<file path="src/rtl/hall_wake_pkg.sv">
package hall_wake_pkg;

  // register addresses on the plain register port
  localparam logic [7:0] irq_mask_addr = 8'h04;
  localparam logic [7:0] irq_flag_addr = 8'h05;
  localparam logic [7:0] reset_status_addr = 8'h06;
  localparam logic [7:0] hall_wake_status_control_addr = 8'h07;

  // field positions in hall_wake_status_control
  localparam int ctl_mode_select_bit = 0;
  localparam int ctl_pullup_disable_bit = 1;
  localparam int ctl_port_enable_bit = 2;
  localparam int ctl_hall_flag_bit = 3;
  localparam int ctl_overcurrent_bit = 4;
  localparam int ctl_wake_flag_bit = 5;

  // field positions in mask, flag and reset status registers
  localparam int irq_hall_bit = 0;
  localparam int irq_wake_bit = 1;
  localparam int rst_wake_source_bit = 0;

  // values after reset
  localparam logic [7:0] reg_reset_value = 8'h00;
  localparam logic [1:0] startup_cycles = 2'h3;

  // hall sensor settling time before software may sample
  localparam int clk_period_ns = 25;
  localparam int hall_settle_time_us = 40;
  localparam int hall_settle_cycles = (hall_settle_time_us * 1000 + clk_period_ns - 1)
                                      / clk_period_ns;

  typedef enum logic [1:0] {
    mode_run = 2'b00,
    mode_stop = 2'b01,
    mode_sleep = 2'b10
  } power_mode_type;

  typedef struct packed {
    logic mode_select;
    logic pullup_disable;
    logic port_enable;
  } hall_ctrl_type;

  typedef struct packed {
    logic [7:0] addr;
    logic [7:0] wdata;
    logic write;
    logic read;
  } reg_req_type;

  // sticky flag update: a set in the clearing cycle wins
  function automatic logic sticky_flag(input logic flag, input logic set, input logic clr);
    sticky_flag = set | (flag & ~clr);
  endfunction

endpackage

</file>
<file path="src/rtl/input_sync.sv">
`timescale 1ns/1ps
`default_nettype none
module input_sync #(
  parameter logic reset_level = 1'b0
) (
  input wire logic clk_sys,
  input wire logic reset_n,
  input wire logic async_in,
  output logic sync_out
);
  logic meta_reg;
  logic meta_next;
  logic sync_reg;
  logic sync_next;

  // the first stage feeds only the second stage
  always_comb begin
    meta_next = async_in;
    sync_next = meta_reg;
  end

  always_ff @(posedge clk_sys or negedge reset_n) begin
    if (!reset_n) begin
      meta_reg <= reset_level;
      sync_reg <= reset_level;
    end else begin
      meta_reg <= meta_next;
      sync_reg <= sync_next;
    end
  end

  assign sync_out = sync_reg;
endmodule
`default_nettype wire

</file>
<file path="src/rtl/wake_latch.sv">
`timescale 1ns/1ps
`default_nettype none
module wake_latch (
  input wire logic clk_sys,
  input wire logic reset_n,
  input wire hall_wake_pkg::power_mode_type power_mode,
  input wire logic wake_level,
  output logic wake_request,
  output logic wake_event
);
  import hall_wake_pkg::*;

  logic low_power_reg;
  logic low_power_next;
  logic latched_reg;
  logic latched_next;
  logic request_reg;
  logic request_next;
  logic in_low_power;

  // stop and sleep both arm the wake comparison
  always_comb begin
    case (power_mode)
      mode_run: in_low_power = 1'b0;
      mode_stop: in_low_power = 1'b1;
      mode_sleep: in_low_power = 1'b1;
      default: in_low_power = 1'b0;
    endcase
  end

  always_comb begin
    low_power_next = in_low_power;
    latched_next = latched_reg;
    request_next = request_reg;
    if (in_low_power && !low_power_reg) begin
      latched_next = wake_level;
    end
    if (!in_low_power) begin
      request_next = 1'b0;
    end else if (low_power_reg && (wake_level != latched_reg)) begin
      request_next = 1'b1;
    end
  end

  always_ff @(posedge clk_sys or negedge reset_n) begin
    if (!reset_n) begin
      low_power_reg <= 1'b0;
      latched_reg <= 1'b0;
      request_reg <= 1'b0;
    end else begin
      low_power_reg <= low_power_next;
      latched_reg <= latched_next;
      request_reg <= request_next;
    end
  end

  assign wake_request = request_reg;
  assign wake_event = request_next & ~request_reg;

  property p_wake_start;
    @(posedge clk_sys) disable iff (!reset_n)
    (low_power_reg && in_low_power && (wake_level != latched_reg)) |=> wake_request;
  endproperty
  a_wake_start: assert property (p_wake_start) else $error("wake change did not wake");
endmodule
`default_nettype wire

</file>
<file path="src/rtl/hall_wake_input_ctrl.sv">
`timescale 1ns/1ps
`default_nettype none
module hall_wake_input_ctrl (
  input wire logic clk_sys,
  input wire logic reset_n,
  input wire hall_wake_pkg::reg_req_type reg_req,
  output logic [7:0] reg_rdata,
  input wire hall_wake_pkg::power_mode_type power_mode,
  input wire logic hall_input_pin,
  input wire logic hall_current_below,
  input wire logic hall_overcurrent_det,
  input wire logic wake_input_pin,
  output logic hall_supply_drive,
  output logic hall_sense_enable,
  output logic hall_current_limit,
  output logic hall_pullup_enable,
  output logic hall_irq,
  output logic wake_irq,
  output logic wake_request
);
  import hall_wake_pkg::*;

  logic hall_pin_s;
  logic hall_cur_s;
  logic hall_oc_s;
  logic wake_pin_s;
  logic wake_event;

  hall_ctrl_type ctrl_reg;
  hall_ctrl_type ctrl_next;
  logic overcurrent_reg;
  logic overcurrent_next;
  logic limit_reg;
  logic limit_next;
  logic hall_ie_reg;
  logic hall_ie_next;
  logic wake_ie_reg;
  logic wake_ie_next;
  logic hall_if_reg;
  logic hall_if_next;
  logic wake_if_reg;
  logic wake_if_next;
  logic wake_src_reg;
  logic wake_src_next;
  logic hall_prev_reg;
  logic hall_prev_next;
  logic wake_prev_reg;
  logic wake_prev_next;
  logic [1:0] startup_reg;
  logic [1:0] startup_next;
  logic [7:0] rdata_reg;
  logic [7:0] rdata_next;

  logic hall_flag;
  logic oc_active;
  logic in_run;
  logic edges_armed;
  logic hall_change;
  logic wake_change;
  logic ctl_wr;
  logic mask_wr;
  logic flag_wr;
  logic rst_wr;
  logic [7:0] ctl_value;

  input_sync #(.reset_level(1'b1)) u_sync_hall_pin (
    .clk_sys(clk_sys),
    .reset_n(reset_n),
    .async_in(hall_input_pin),
    .sync_out(hall_pin_s)
  );

  input_sync #(.reset_level(1'b1)) u_sync_hall_cur (
    .clk_sys(clk_sys),
    .reset_n(reset_n),
    .async_in(hall_current_below),
    .sync_out(hall_cur_s)
  );

  input_sync #(.reset_level(1'b0)) u_sync_hall_oc (
    .clk_sys(clk_sys),
    .reset_n(reset_n),
    .async_in(hall_overcurrent_det),
    .sync_out(hall_oc_s)
  );

  input_sync #(.reset_level(1'b0)) u_sync_wake_pin (
    .clk_sys(clk_sys),
    .reset_n(reset_n),
    .async_in(wake_input_pin),
    .sync_out(wake_pin_s)
  );

  // low power wake detection on the synchronised wake level
  wake_latch u_wake_latch (
    .clk_sys(clk_sys),
    .reset_n(reset_n),
    .power_mode(power_mode),
    .wake_level(wake_pin_s),
    .wake_request(wake_request),
    .wake_event(wake_event)
  );

  always_comb begin
    if (!ctrl_reg.mode_select) begin
      hall_flag = hall_pin_s;
    end else if (ctrl_reg.port_enable) begin
      hall_flag = hall_cur_s;
    end else begin
      hall_flag = 1'b1; // port off draws no current
    end
  end

  // overcurrent only counts with the port on in hall mode
  assign oc_active = ctrl_reg.mode_select & ctrl_reg.port_enable & hall_oc_s;
  assign in_run = (power_mode == mode_run);
  // edges masked until the synchronisers hold real pin values
  assign edges_armed = (startup_reg == startup_cycles);
  assign hall_change = edges_armed & in_run & (hall_flag != hall_prev_reg);
  assign wake_change = edges_armed & in_run & (wake_pin_s != wake_prev_reg);

  assign ctl_wr = reg_req.write && (reg_req.addr == hall_wake_status_control_addr);
  assign mask_wr = reg_req.write && (reg_req.addr == irq_mask_addr);
  assign flag_wr = reg_req.write && (reg_req.addr == irq_flag_addr);
  assign rst_wr = reg_req.write && (reg_req.addr == reset_status_addr);

  // control register read image
  always_comb begin
    ctl_value = reg_reset_value;
    ctl_value[ctl_mode_select_bit] = ctrl_reg.mode_select;
    ctl_value[ctl_pullup_disable_bit] = ctrl_reg.pullup_disable;
    ctl_value[ctl_port_enable_bit] = ctrl_reg.port_enable;
    ctl_value[ctl_hall_flag_bit] = hall_flag;
    ctl_value[ctl_overcurrent_bit] = overcurrent_reg;
    ctl_value[ctl_wake_flag_bit] = wake_pin_s;
  end

  // next state of all software visible and edge state
  always_comb begin
    ctrl_next = ctrl_reg;
    hall_ie_next = hall_ie_reg;
    wake_ie_next = wake_ie_reg;
    hall_prev_next = hall_flag;
    wake_prev_next = wake_pin_s;
    startup_next = edges_armed ? startup_reg : startup_reg + 2'h1;
    limit_next = oc_active;
    if (ctl_wr) begin
      ctrl_next.mode_select = reg_req.wdata[ctl_mode_select_bit];
      ctrl_next.pullup_disable = reg_req.wdata[ctl_pullup_disable_bit];
      ctrl_next.port_enable = reg_req.wdata[ctl_port_enable_bit];
    end
    if (mask_wr) begin
      hall_ie_next = reg_req.wdata[irq_hall_bit];
      wake_ie_next = reg_req.wdata[irq_wake_bit];
    end
    overcurrent_next = sticky_flag(overcurrent_reg, oc_active,
                                   ctl_wr & reg_req.wdata[ctl_overcurrent_bit]);
    hall_if_next = sticky_flag(hall_if_reg, hall_change,
                               flag_wr & reg_req.wdata[irq_hall_bit]);
    wake_if_next = sticky_flag(wake_if_reg, wake_change,
                               flag_wr & reg_req.wdata[irq_wake_bit]);
    wake_src_next = sticky_flag(wake_src_reg, wake_event,
                                rst_wr & reg_req.wdata[rst_wake_source_bit]);
  end

  // read data stand only in the cycle after the strobe
  always_comb begin
    rdata_next = reg_reset_value;
    if (reg_req.read) begin
      case (reg_req.addr)
        hall_wake_status_control_addr: rdata_next = ctl_value;
        irq_mask_addr: begin
          rdata_next[irq_hall_bit] = hall_ie_reg;
          rdata_next[irq_wake_bit] = wake_ie_reg;
        end
        irq_flag_addr: begin
          rdata_next[irq_hall_bit] = hall_if_reg;
          rdata_next[irq_wake_bit] = wake_if_reg;
        end
        reset_status_addr: rdata_next[rst_wake_source_bit] = wake_src_reg;
        default: rdata_next = reg_reset_value;
      endcase
    end
  end

  // reset gives general input, sensing off
  always_ff @(posedge clk_sys or negedge reset_n) begin
    if (!reset_n) begin
      ctrl_reg <= '0;
      overcurrent_reg <= 1'b0;
      limit_reg <= 1'b0;
      hall_ie_reg <= 1'b0;
      wake_ie_reg <= 1'b0;
      hall_if_reg <= 1'b0;
      wake_if_reg <= 1'b0;
      wake_src_reg <= 1'b0;
      hall_prev_reg <= 1'b1;
      wake_prev_reg <= 1'b0;
      startup_reg <= 2'h0;
      rdata_reg <= reg_reset_value;
    end else begin
      ctrl_reg <= ctrl_next;
      overcurrent_reg <= overcurrent_next;
      limit_reg <= limit_next;
      hall_ie_reg <= hall_ie_next;
      wake_ie_reg <= wake_ie_next;
      hall_if_reg <= hall_if_next;
      wake_if_reg <= wake_if_next;
      wake_src_reg <= wake_src_next;
      hall_prev_reg <= hall_prev_next;
      wake_prev_reg <= wake_prev_next;
      startup_reg <= startup_next;
      rdata_reg <= rdata_next;
    end
  end

  // supply drive and sense only in hall mode
  assign hall_supply_drive = ctrl_reg.mode_select & ctrl_reg.port_enable;
  assign hall_sense_enable = ctrl_reg.mode_select & ctrl_reg.port_enable;
  assign hall_current_limit = limit_reg;
  assign hall_pullup_enable = ~ctrl_reg.mode_select & ~ctrl_reg.pullup_disable;
  assign hall_irq = hall_if_reg & hall_ie_reg;
  assign wake_irq = wake_if_reg & wake_ie_reg;
  assign reg_rdata = rdata_reg;

  property p_port_on;
    @(posedge clk_sys) disable iff (!reset_n)
    (ctl_wr && reg_req.wdata[ctl_mode_select_bit] && reg_req.wdata[ctl_port_enable_bit])
      |=> (hall_supply_drive && hall_sense_enable && !hall_pullup_enable);
  endproperty
  a_port_on: assert property (p_port_on) else $error("hall port not switched on");

  property p_pullup;
    @(posedge clk_sys) disable iff (!reset_n)
    (ctl_wr && !reg_req.wdata[ctl_mode_select_bit])
      |=> (hall_pullup_enable == !$past(reg_req.wdata[ctl_pullup_disable_bit]));
  endproperty
  a_pullup: assert property (p_pullup) else $error("pull-up state wrong");

  property p_oc_set;
    @(posedge clk_sys) disable iff (!reset_n)
    oc_active |=> (overcurrent_reg && hall_current_limit);
  endproperty
  a_oc_set: assert property (p_oc_set) else $error("overcurrent not flagged");

  property p_oc_clear;
    @(posedge clk_sys) disable iff (!reset_n)
    (ctl_wr && reg_req.wdata[ctl_overcurrent_bit] && !oc_active) |=> !overcurrent_reg;
  endproperty
  a_oc_clear: assert property (p_oc_clear) else $error("overcurrent flag not cleared");

  property p_hall_edge;
    @(posedge clk_sys) disable iff (!reset_n)
    hall_change |=> hall_if_reg;
  endproperty
  a_hall_edge: assert property (p_hall_edge) else $error("hall change missed");

  property p_no_edge_low_power;
    @(posedge clk_sys) disable iff (!reset_n)
    (!in_run && !hall_if_reg && !flag_wr) |=> !hall_if_reg;
  endproperty
  a_no_edge_low_power: assert property (p_no_edge_low_power)
    else $error("hall flag set outside run");

  property p_sticky;
    @(posedge clk_sys) disable iff (!reset_n)
    (wake_if_reg && !(flag_wr && reg_req.wdata[irq_wake_bit])) |=> wake_if_reg;
  endproperty
  a_sticky: assert property (p_sticky) else $error("wake flag dropped");

  property p_wake_edge;
    @(posedge clk_sys) disable iff (!reset_n)
    (wake_change && wake_ie_reg && !mask_wr) |=> wake_irq;
  endproperty
  a_wake_edge: assert property (p_wake_edge) else $error("wake interrupt missing");

  property p_hall_mask;
    @(posedge clk_sys) disable iff (!reset_n)
    !hall_ie_reg |-> !hall_irq;
  endproperty
  a_hall_mask: assert property (p_hall_mask) else $error("hall interrupt not masked");

  property p_hall_forward;
    @(posedge clk_sys) disable iff (!reset_n)
    (hall_change && hall_ie_reg && !mask_wr) |=> hall_irq;
  endproperty
  a_hall_forward: assert property (p_hall_forward) else $error("hall irq missing");

  property p_wake_src;
    @(posedge clk_sys) disable iff (!reset_n)
    $rose(wake_request) |-> wake_src_reg;
  endproperty
  a_wake_src: assert property (p_wake_src) else $error("wake source flag missing");

  property p_read_slot;
    @(posedge clk_sys) disable iff (!reset_n)
    !$past(reg_req.read) |-> (reg_rdata == 8'h00);
  endproperty
  a_read_slot: assert property (p_read_slot) else $error("read data outside slot");
endmodule
`default_nettype wire

</file>
<file path="config.mk">
export PLATFORM = sky130hd
export DESIGN_NAME = hall_wake_input_ctrl
export DESIGN_NICKNAME = d
export VERILOG_FILES = /design/src/rtl/hall_wake_pkg.sv /design/src/rtl/input_sync.sv /design/src/rtl/wake_latch.sv /design/src/rtl/hall_wake_input_ctrl.sv
export SDC_FILE = /design/constraint.sdc
export NUM_CORES = 1
export LEC_CHECK = 0
export BUFFER_PORTS_ARGS = -buffer_cell sky130_fd_sc_hd__buf_2
export CAP_MARGIN = 20
export CELL_PAD_IN_SITES_DETAIL_PLACEMENT = 0
export CELL_PAD_IN_SITES_GLOBAL_PLACEMENT = 1
export CORE_MARGIN = 5
export CORE_UTILIZATION = 35
export DETAILED_ROUTE_END_ITERATION = 16
export PLACE_DENSITY_LB_ADDON = 0.1
export RECOVER_POWER = 50
export SLEW_MARGIN = 20
export SYNTH_ARGS = -nofsm -noshare
export SYNTH_HDL_FRONTEND = slang
export SYNTH_HIERARCHICAL = 1
export SYNTH_SLANG_ARGS = --single-unit
</file>
<file path="constraint.sdc">
create_clock -name clk_sys -period 2.8 [get_ports clk_sys]
set_input_delay 0.14 -clock clk_sys [delete_from_list [all_inputs] [get_ports clk_sys]]
set_output_delay 0.14 -clock clk_sys [all_outputs]
set_load 0.005 [all_outputs]
</file>
=== After elaboration in Yosys (flattened, before gate mapping) ===
Index checks and enable logic that the tools add are counted.
Widths: inputs -> output; s select.

* Flip-flop bits (word level): 33
* Output and inout bits: 15
* Logic and storage cells: 82

* $add $sub $neg: 1
* Eq/ne operators: 10
* Multiplexer cells: 9
* Bitwise operators: 28
* Reductions and logical operators: 9

{| class="wikitable"
|+ Operators by type and width
! operator !! number
|-
| $eq 8x3->1 const B || 4
|-
| $and 1x1->1 || 17
|-
| $not 1->1 || 7
|-
| $logic_and 1x1->1 || 6
|-
| $mux 6 || 1
|-
| $mux 1 || 5
|-
| $eq 2x2->1 const B || 2
|-
| $mux 4 || 1
|-
| $or 1x1->1 || 4
|-
| $pmux 1 s4 || 1
|-
| $ne 1x1->1 || 3
|-
| $pmux 1 s3 || 1
|-
| $add 2x1->2 const B || 1
|-
| $eq 2x1->1 const B || 1
|-
| $logic_not 2->1 || 1
|-
| $reduce_or 2->1 || 1
|-
| $logic_not 1->1 || 1
|}

=== Depth between registers and ports, before layout ===
* Depth in word-level cells: 6
* Depth in mapped cells: 4
* Mapped depth without buffers: 4

=== By module ===
Netlist, hierarchy kept.

{| class="wikitable"
|+ Modules (own cells, without submodules)
! module !! times used !! cells an instance !! area an instance (um2) !! sequential area each (um2)
|-
| hall_wake_input_ctrl || 1 || 79 || 954.7 || 501.7
|-
| wake_latch || 1 || 12 || 136.4 || 75.1
|-
| input_sync (u_sync_hall_cur ...) || 2 || 2 || 52.6 || 52.6
|-
| input_sync (u_sync_hall_oc ...) || 2 || 2 || 50.0 || 50.0
|}

=== Worst setup path after synthesis ===
OpenSTA, ideal clock, no wires.

* Path type: input to register
* From: input reg_req[17] (netlist name)
* To: register ctrl_reg, in the netlist ctl_value[0]
* Setup time: 0.125 ns
* Arrival: 1.504 ns
* Data required time: 2.675 ns
* Setup slack: 1.171 ns
* Cell stages on the path: 4
* Cell sequence: or4b_4 buf_6 or3_4 mux2_4

* Word-level cells in the longest chain between the ends: 2

{| class="wikitable"
|+ Ends and longest elaborated chain
! what !! RTL line !! source
|-
| start, declared || hall_wake_input_ctrl.sv:6 || <nowiki>input wire hall_wake_pkg::reg_req_type reg_req,</nowiki>
|-
| $eq 8x3->1 || hall_wake_input_ctrl.sv:122 || <nowiki>assign ctl_wr = reg_req.write && (reg_req.addr == hall_wake_status_control_addr);</nowiki>
|-
| $logic_and 1x1->1 || hall_wake_input_ctrl.sv:122 ||
|-
| end signal, assigned || hall_wake_input_ctrl.sv:202 || <nowiki>ctrl_reg <= ctrl_next;</nowiki>
|-
| end, declared || hall_wake_input_ctrl.sv:29 || <nowiki>hall_ctrl_type ctrl_reg;</nowiki>
|}

Every way passes these cells.
A chain may end at the register's enable or synchronous reset.

==> metrics.md <==
| Metric | Value |
|---|---|
| Syn avg cell area | `13.09 µm²` |
| Top-area cell type share of the netlist area | `50.19%` |
| Final Total Pwr | `0.0008896 W` |
| Final Slew Violations | `32` |
| Number of global-route vias before repair | `906` |
| Max reg flops | `6` |
| Maximum buffer depth of the clock tree | `2` |
| Top-count cell post-synth | `dfrtp_1` |
| Initial Util | `35.67%` |
| DIE WIDTH | `70.86 µm` |
| Post-layout util | `44.49%` |
| Fillers | `385` |
| R2R Path Start | `startup_reg[0]$_DFFE_PN0N_` |
| Worst slew pin tran | `1.605 ns` |
| CTS tree | `done` |
| Startpoint Class | `primary input` |
| Initial antenna violation count | `0` |
| CP Cell Sequence | `dlygate4sd3_1 > clkbuf_1` |
| Setup TNS | `0 ns` |
| Final Hold Viols | `0` |
| Clock skew | `0.002979 ns` |
| Top cells by area, synth | `dfrtp_1, dfstp_2, mux2_4` |
| Mapped cell area | `1296 µm²` |
| Max frequency | `0.5759 GHz` |
| Nets | `168` |
| Synthesized instance count | `99` |
| First-pass GRT wire length | `4140 µm` |
| Post-cts resize count | `0` |
| 1st-iter DRT viols | `42` |
| Post-synth EDFFs | `0` |
| I/O pin count | `41` |
| Skew-Pair Late Insertion Delay | `0.28 ns` |
| Worst VDD drop | `0.3738 mV` |
| CP Capture Type | `asynchronous set/reset pin` |
| Net switching power | `0.0002028 W` |
| Cts bufs inserted | `5` |
| Area added between synthesis and finish | `24.71%` |
| CORE AREA | `3633 µm²` |
| H-tree levels | `2` |
| Routability cong. | `0.7466` |
| Worst Path Required | `2.90 ns` |
| CP bufs+invs | `2` |
| CP Max Fanout | `31` |
| Fin crit share | `62.01%` |
| Worst slack at placement | `1.085 ns` |
| Leak Pwr | `0.7743 nW` |
| Diodes inserted | `0` |
| Synth area leader | `dfrtp_1` |
| Largest net degree at the start of global routing | `32` |
| Dpl hpwl | `1726 µm` |
| Fin worst setup slack | `1.064 ns` |
| Remaining antenna violation count | `0` |
| Outcome | `finished with violations` |
| Post-synthesis sequential area ratio | `60.33%` |
| Worst hold path type | `primary input to flop` |
| Fin cells | `190` |
| Synthesis Warnings | `6` |
| Clock transition at path regs | `0.06 ns` |
| Post-route minimum period | `1.736 ns` |
| Sequential share of power | `54.4%` |
| RSZ-0062 raised after global routing | `false` |
| FP Rows | `22` |
| Inst Count DP | `177` |
| Critical-path top delay cell | `clkbuf_1` |
| Relative slew margins | `-7.015%` |
| WP data arrival | `1.83 ns` |
| FF+latch count, synth | `31` |
| Layout cells sized above 1 | `40.14%` |
| Failing checks | `max-capacitance violations, max-slew violations` |
| DRC | `0` |
| Max incr delay on CP | `1.16 ns` |
| P_int | `0.0006868 W` |
| Crit path from | `reset_n` |
| Cell family with most CP delay | `buffers and inverters` |
| Final Setup Violations | `0` |
| Gr usage total | `10.97%` |
| Critical path class | `primary input to asynchronous set/reset pin` |
| GRT overflow | `0` |
| Unique masters post-synth | `38` |
| Max-Cap Viols | `1` |
| Final wirelength | `2338 µm` |
| Die ar. | `5020 µm²` |
| Clk pwr share | `36.7%` |
| Via count | `863` |
| Min-delay src | `reg_req[4]` |
| Ys flop type | `dfrtp_1` |
| Post-CTS Setup Inserts | `0` |
| Die height | `70.86 µm` |
| Vias per cell | `4.542` |
| Drt pass-1 iters | `4` |
| Routed WL per cell | `12.31 µm` |
| Logic pwr share | `9.0%` |
| Clock Sinks | `31` |
| Fraction of registers with async set/reset | `100.0%` |
| Post-synth top cells | `dfrtp_1, nand2_1, and2_1, nor2_1, dfstp_2` |
| Sw Ratio | `22.80%` |
| CTS root buffer | `clkbuf_8` |
| I/O Buffers | `34` |
| Pwr dens | `550.3 nW/µm²` |
| Post-CTS Hold Buffers | `5` |
-- cells by family (layout without fill, tap and decap cells) --
family / count (synthesis) / count (layout) / synth area share (%)
DFF: 31 / 31 / 60.33
buffers and inverters: 8 / 50 / 3.765
AOI/OAI and AO/OA: 7 / 7 / 4.247
muxes: 9 / 9 / 9.459
adders and majority gates: 1 / 1 / 0.9651
xor gates and xnor gates: 4 / 4 / 3.283
other: 1 / 2 / 0.2893
and+or+nand+nor: 38 / 38 / 17.66
-- routing by layer --
metal | up-vias | share of wire (%) | GRT usage (%)
met1 | 412 | 44 | 13.15
met4 | 0 | 2.5 | 6.263
met3 | 7 | 8.9 | 5.256
met2 | 29 | 44 | 16.07
met5 | - | 0 | 0
li1 | 415 | - | -
-- power by group through the flow --
stage	sequential (W)	combinational [W]	clock [W]
finish	0.000484	0.0000797	0.000326
detailed placement	0.000492	0.0000789	0
CTS	0.000484	0.0000842	0.000341
global route	0.000487	0.0000919	0.000363
global placement	0.000491	0.0000780	0
floorplan	0.000489	0.0000449	0
-- worst paths after layout --
check | cells past startpoint | slack, ns | to
max | 2 | 1.06 | wake_ie_reg$_DFFE_PN0P_
min | 2 | 0.09 | ctl_value[2]$_DFFE_PN0P_
max reg2reg | 4 | 1.13 | hall_if_reg$_DFF_PN0_
min reg2reg | 0 | 0.35 | u_sync_hall_oc/sync_out$_DFF_PN0_
max in group clk_sys | 4 | 1.13 | hall_if_reg$_DFF_PN0_
min in group asynchronous | 2 | 0.81 | reg_rdata[2]$_DFF_PN0_
-- cells in the final DEF (no fill, tap or decap), types with 5 or more instances in the layout --
cell type | Yosys | routed
buf_2 | 0 | 31
dfrtp_1 | 26 | 26
nand2_1 | 7 | 7
and2_1 | 6 | 6
nor2_1 | 6 | 6
clkbuf_8 | 0 | 5
clkbuf_1 | 2 | 5
dfstp_2 | 5 | 5
dlygate4sd3_1 | 0 | 5
-- final cells by class --
| type | count | area (µm²) | area share (%) |
|---|---|---|---|
| Sequential cell | 31 | 782.0 | 48.37 |
| Multi-Input combinational cell | 61 | 461.7 | 28.56 |
| Timing Repair Buffer | 40 | 224.0 | 13.85 |
| Clock buffer | 7 | 76.32 | 4.721 |
| Tap cell | 48 | 60.06 | 3.715 |
| Inverter | 2 | 7.507 | 0.4644 |
| Clock inverter | 1 | 5.005 | 0.3096 |
-- stage by stage --
stage	hold WS, ns	cell area, µm²
2_1_floorplan	-0.1556	1300
5_1_grt	0.07167	1617
6_report	0.09261	1617
3_3_place_gp	0.2208	1496
3_5_place_dp	0.2293	1496
4_1_cts	0.08183	1628
(Power assumes the default switching activity.)
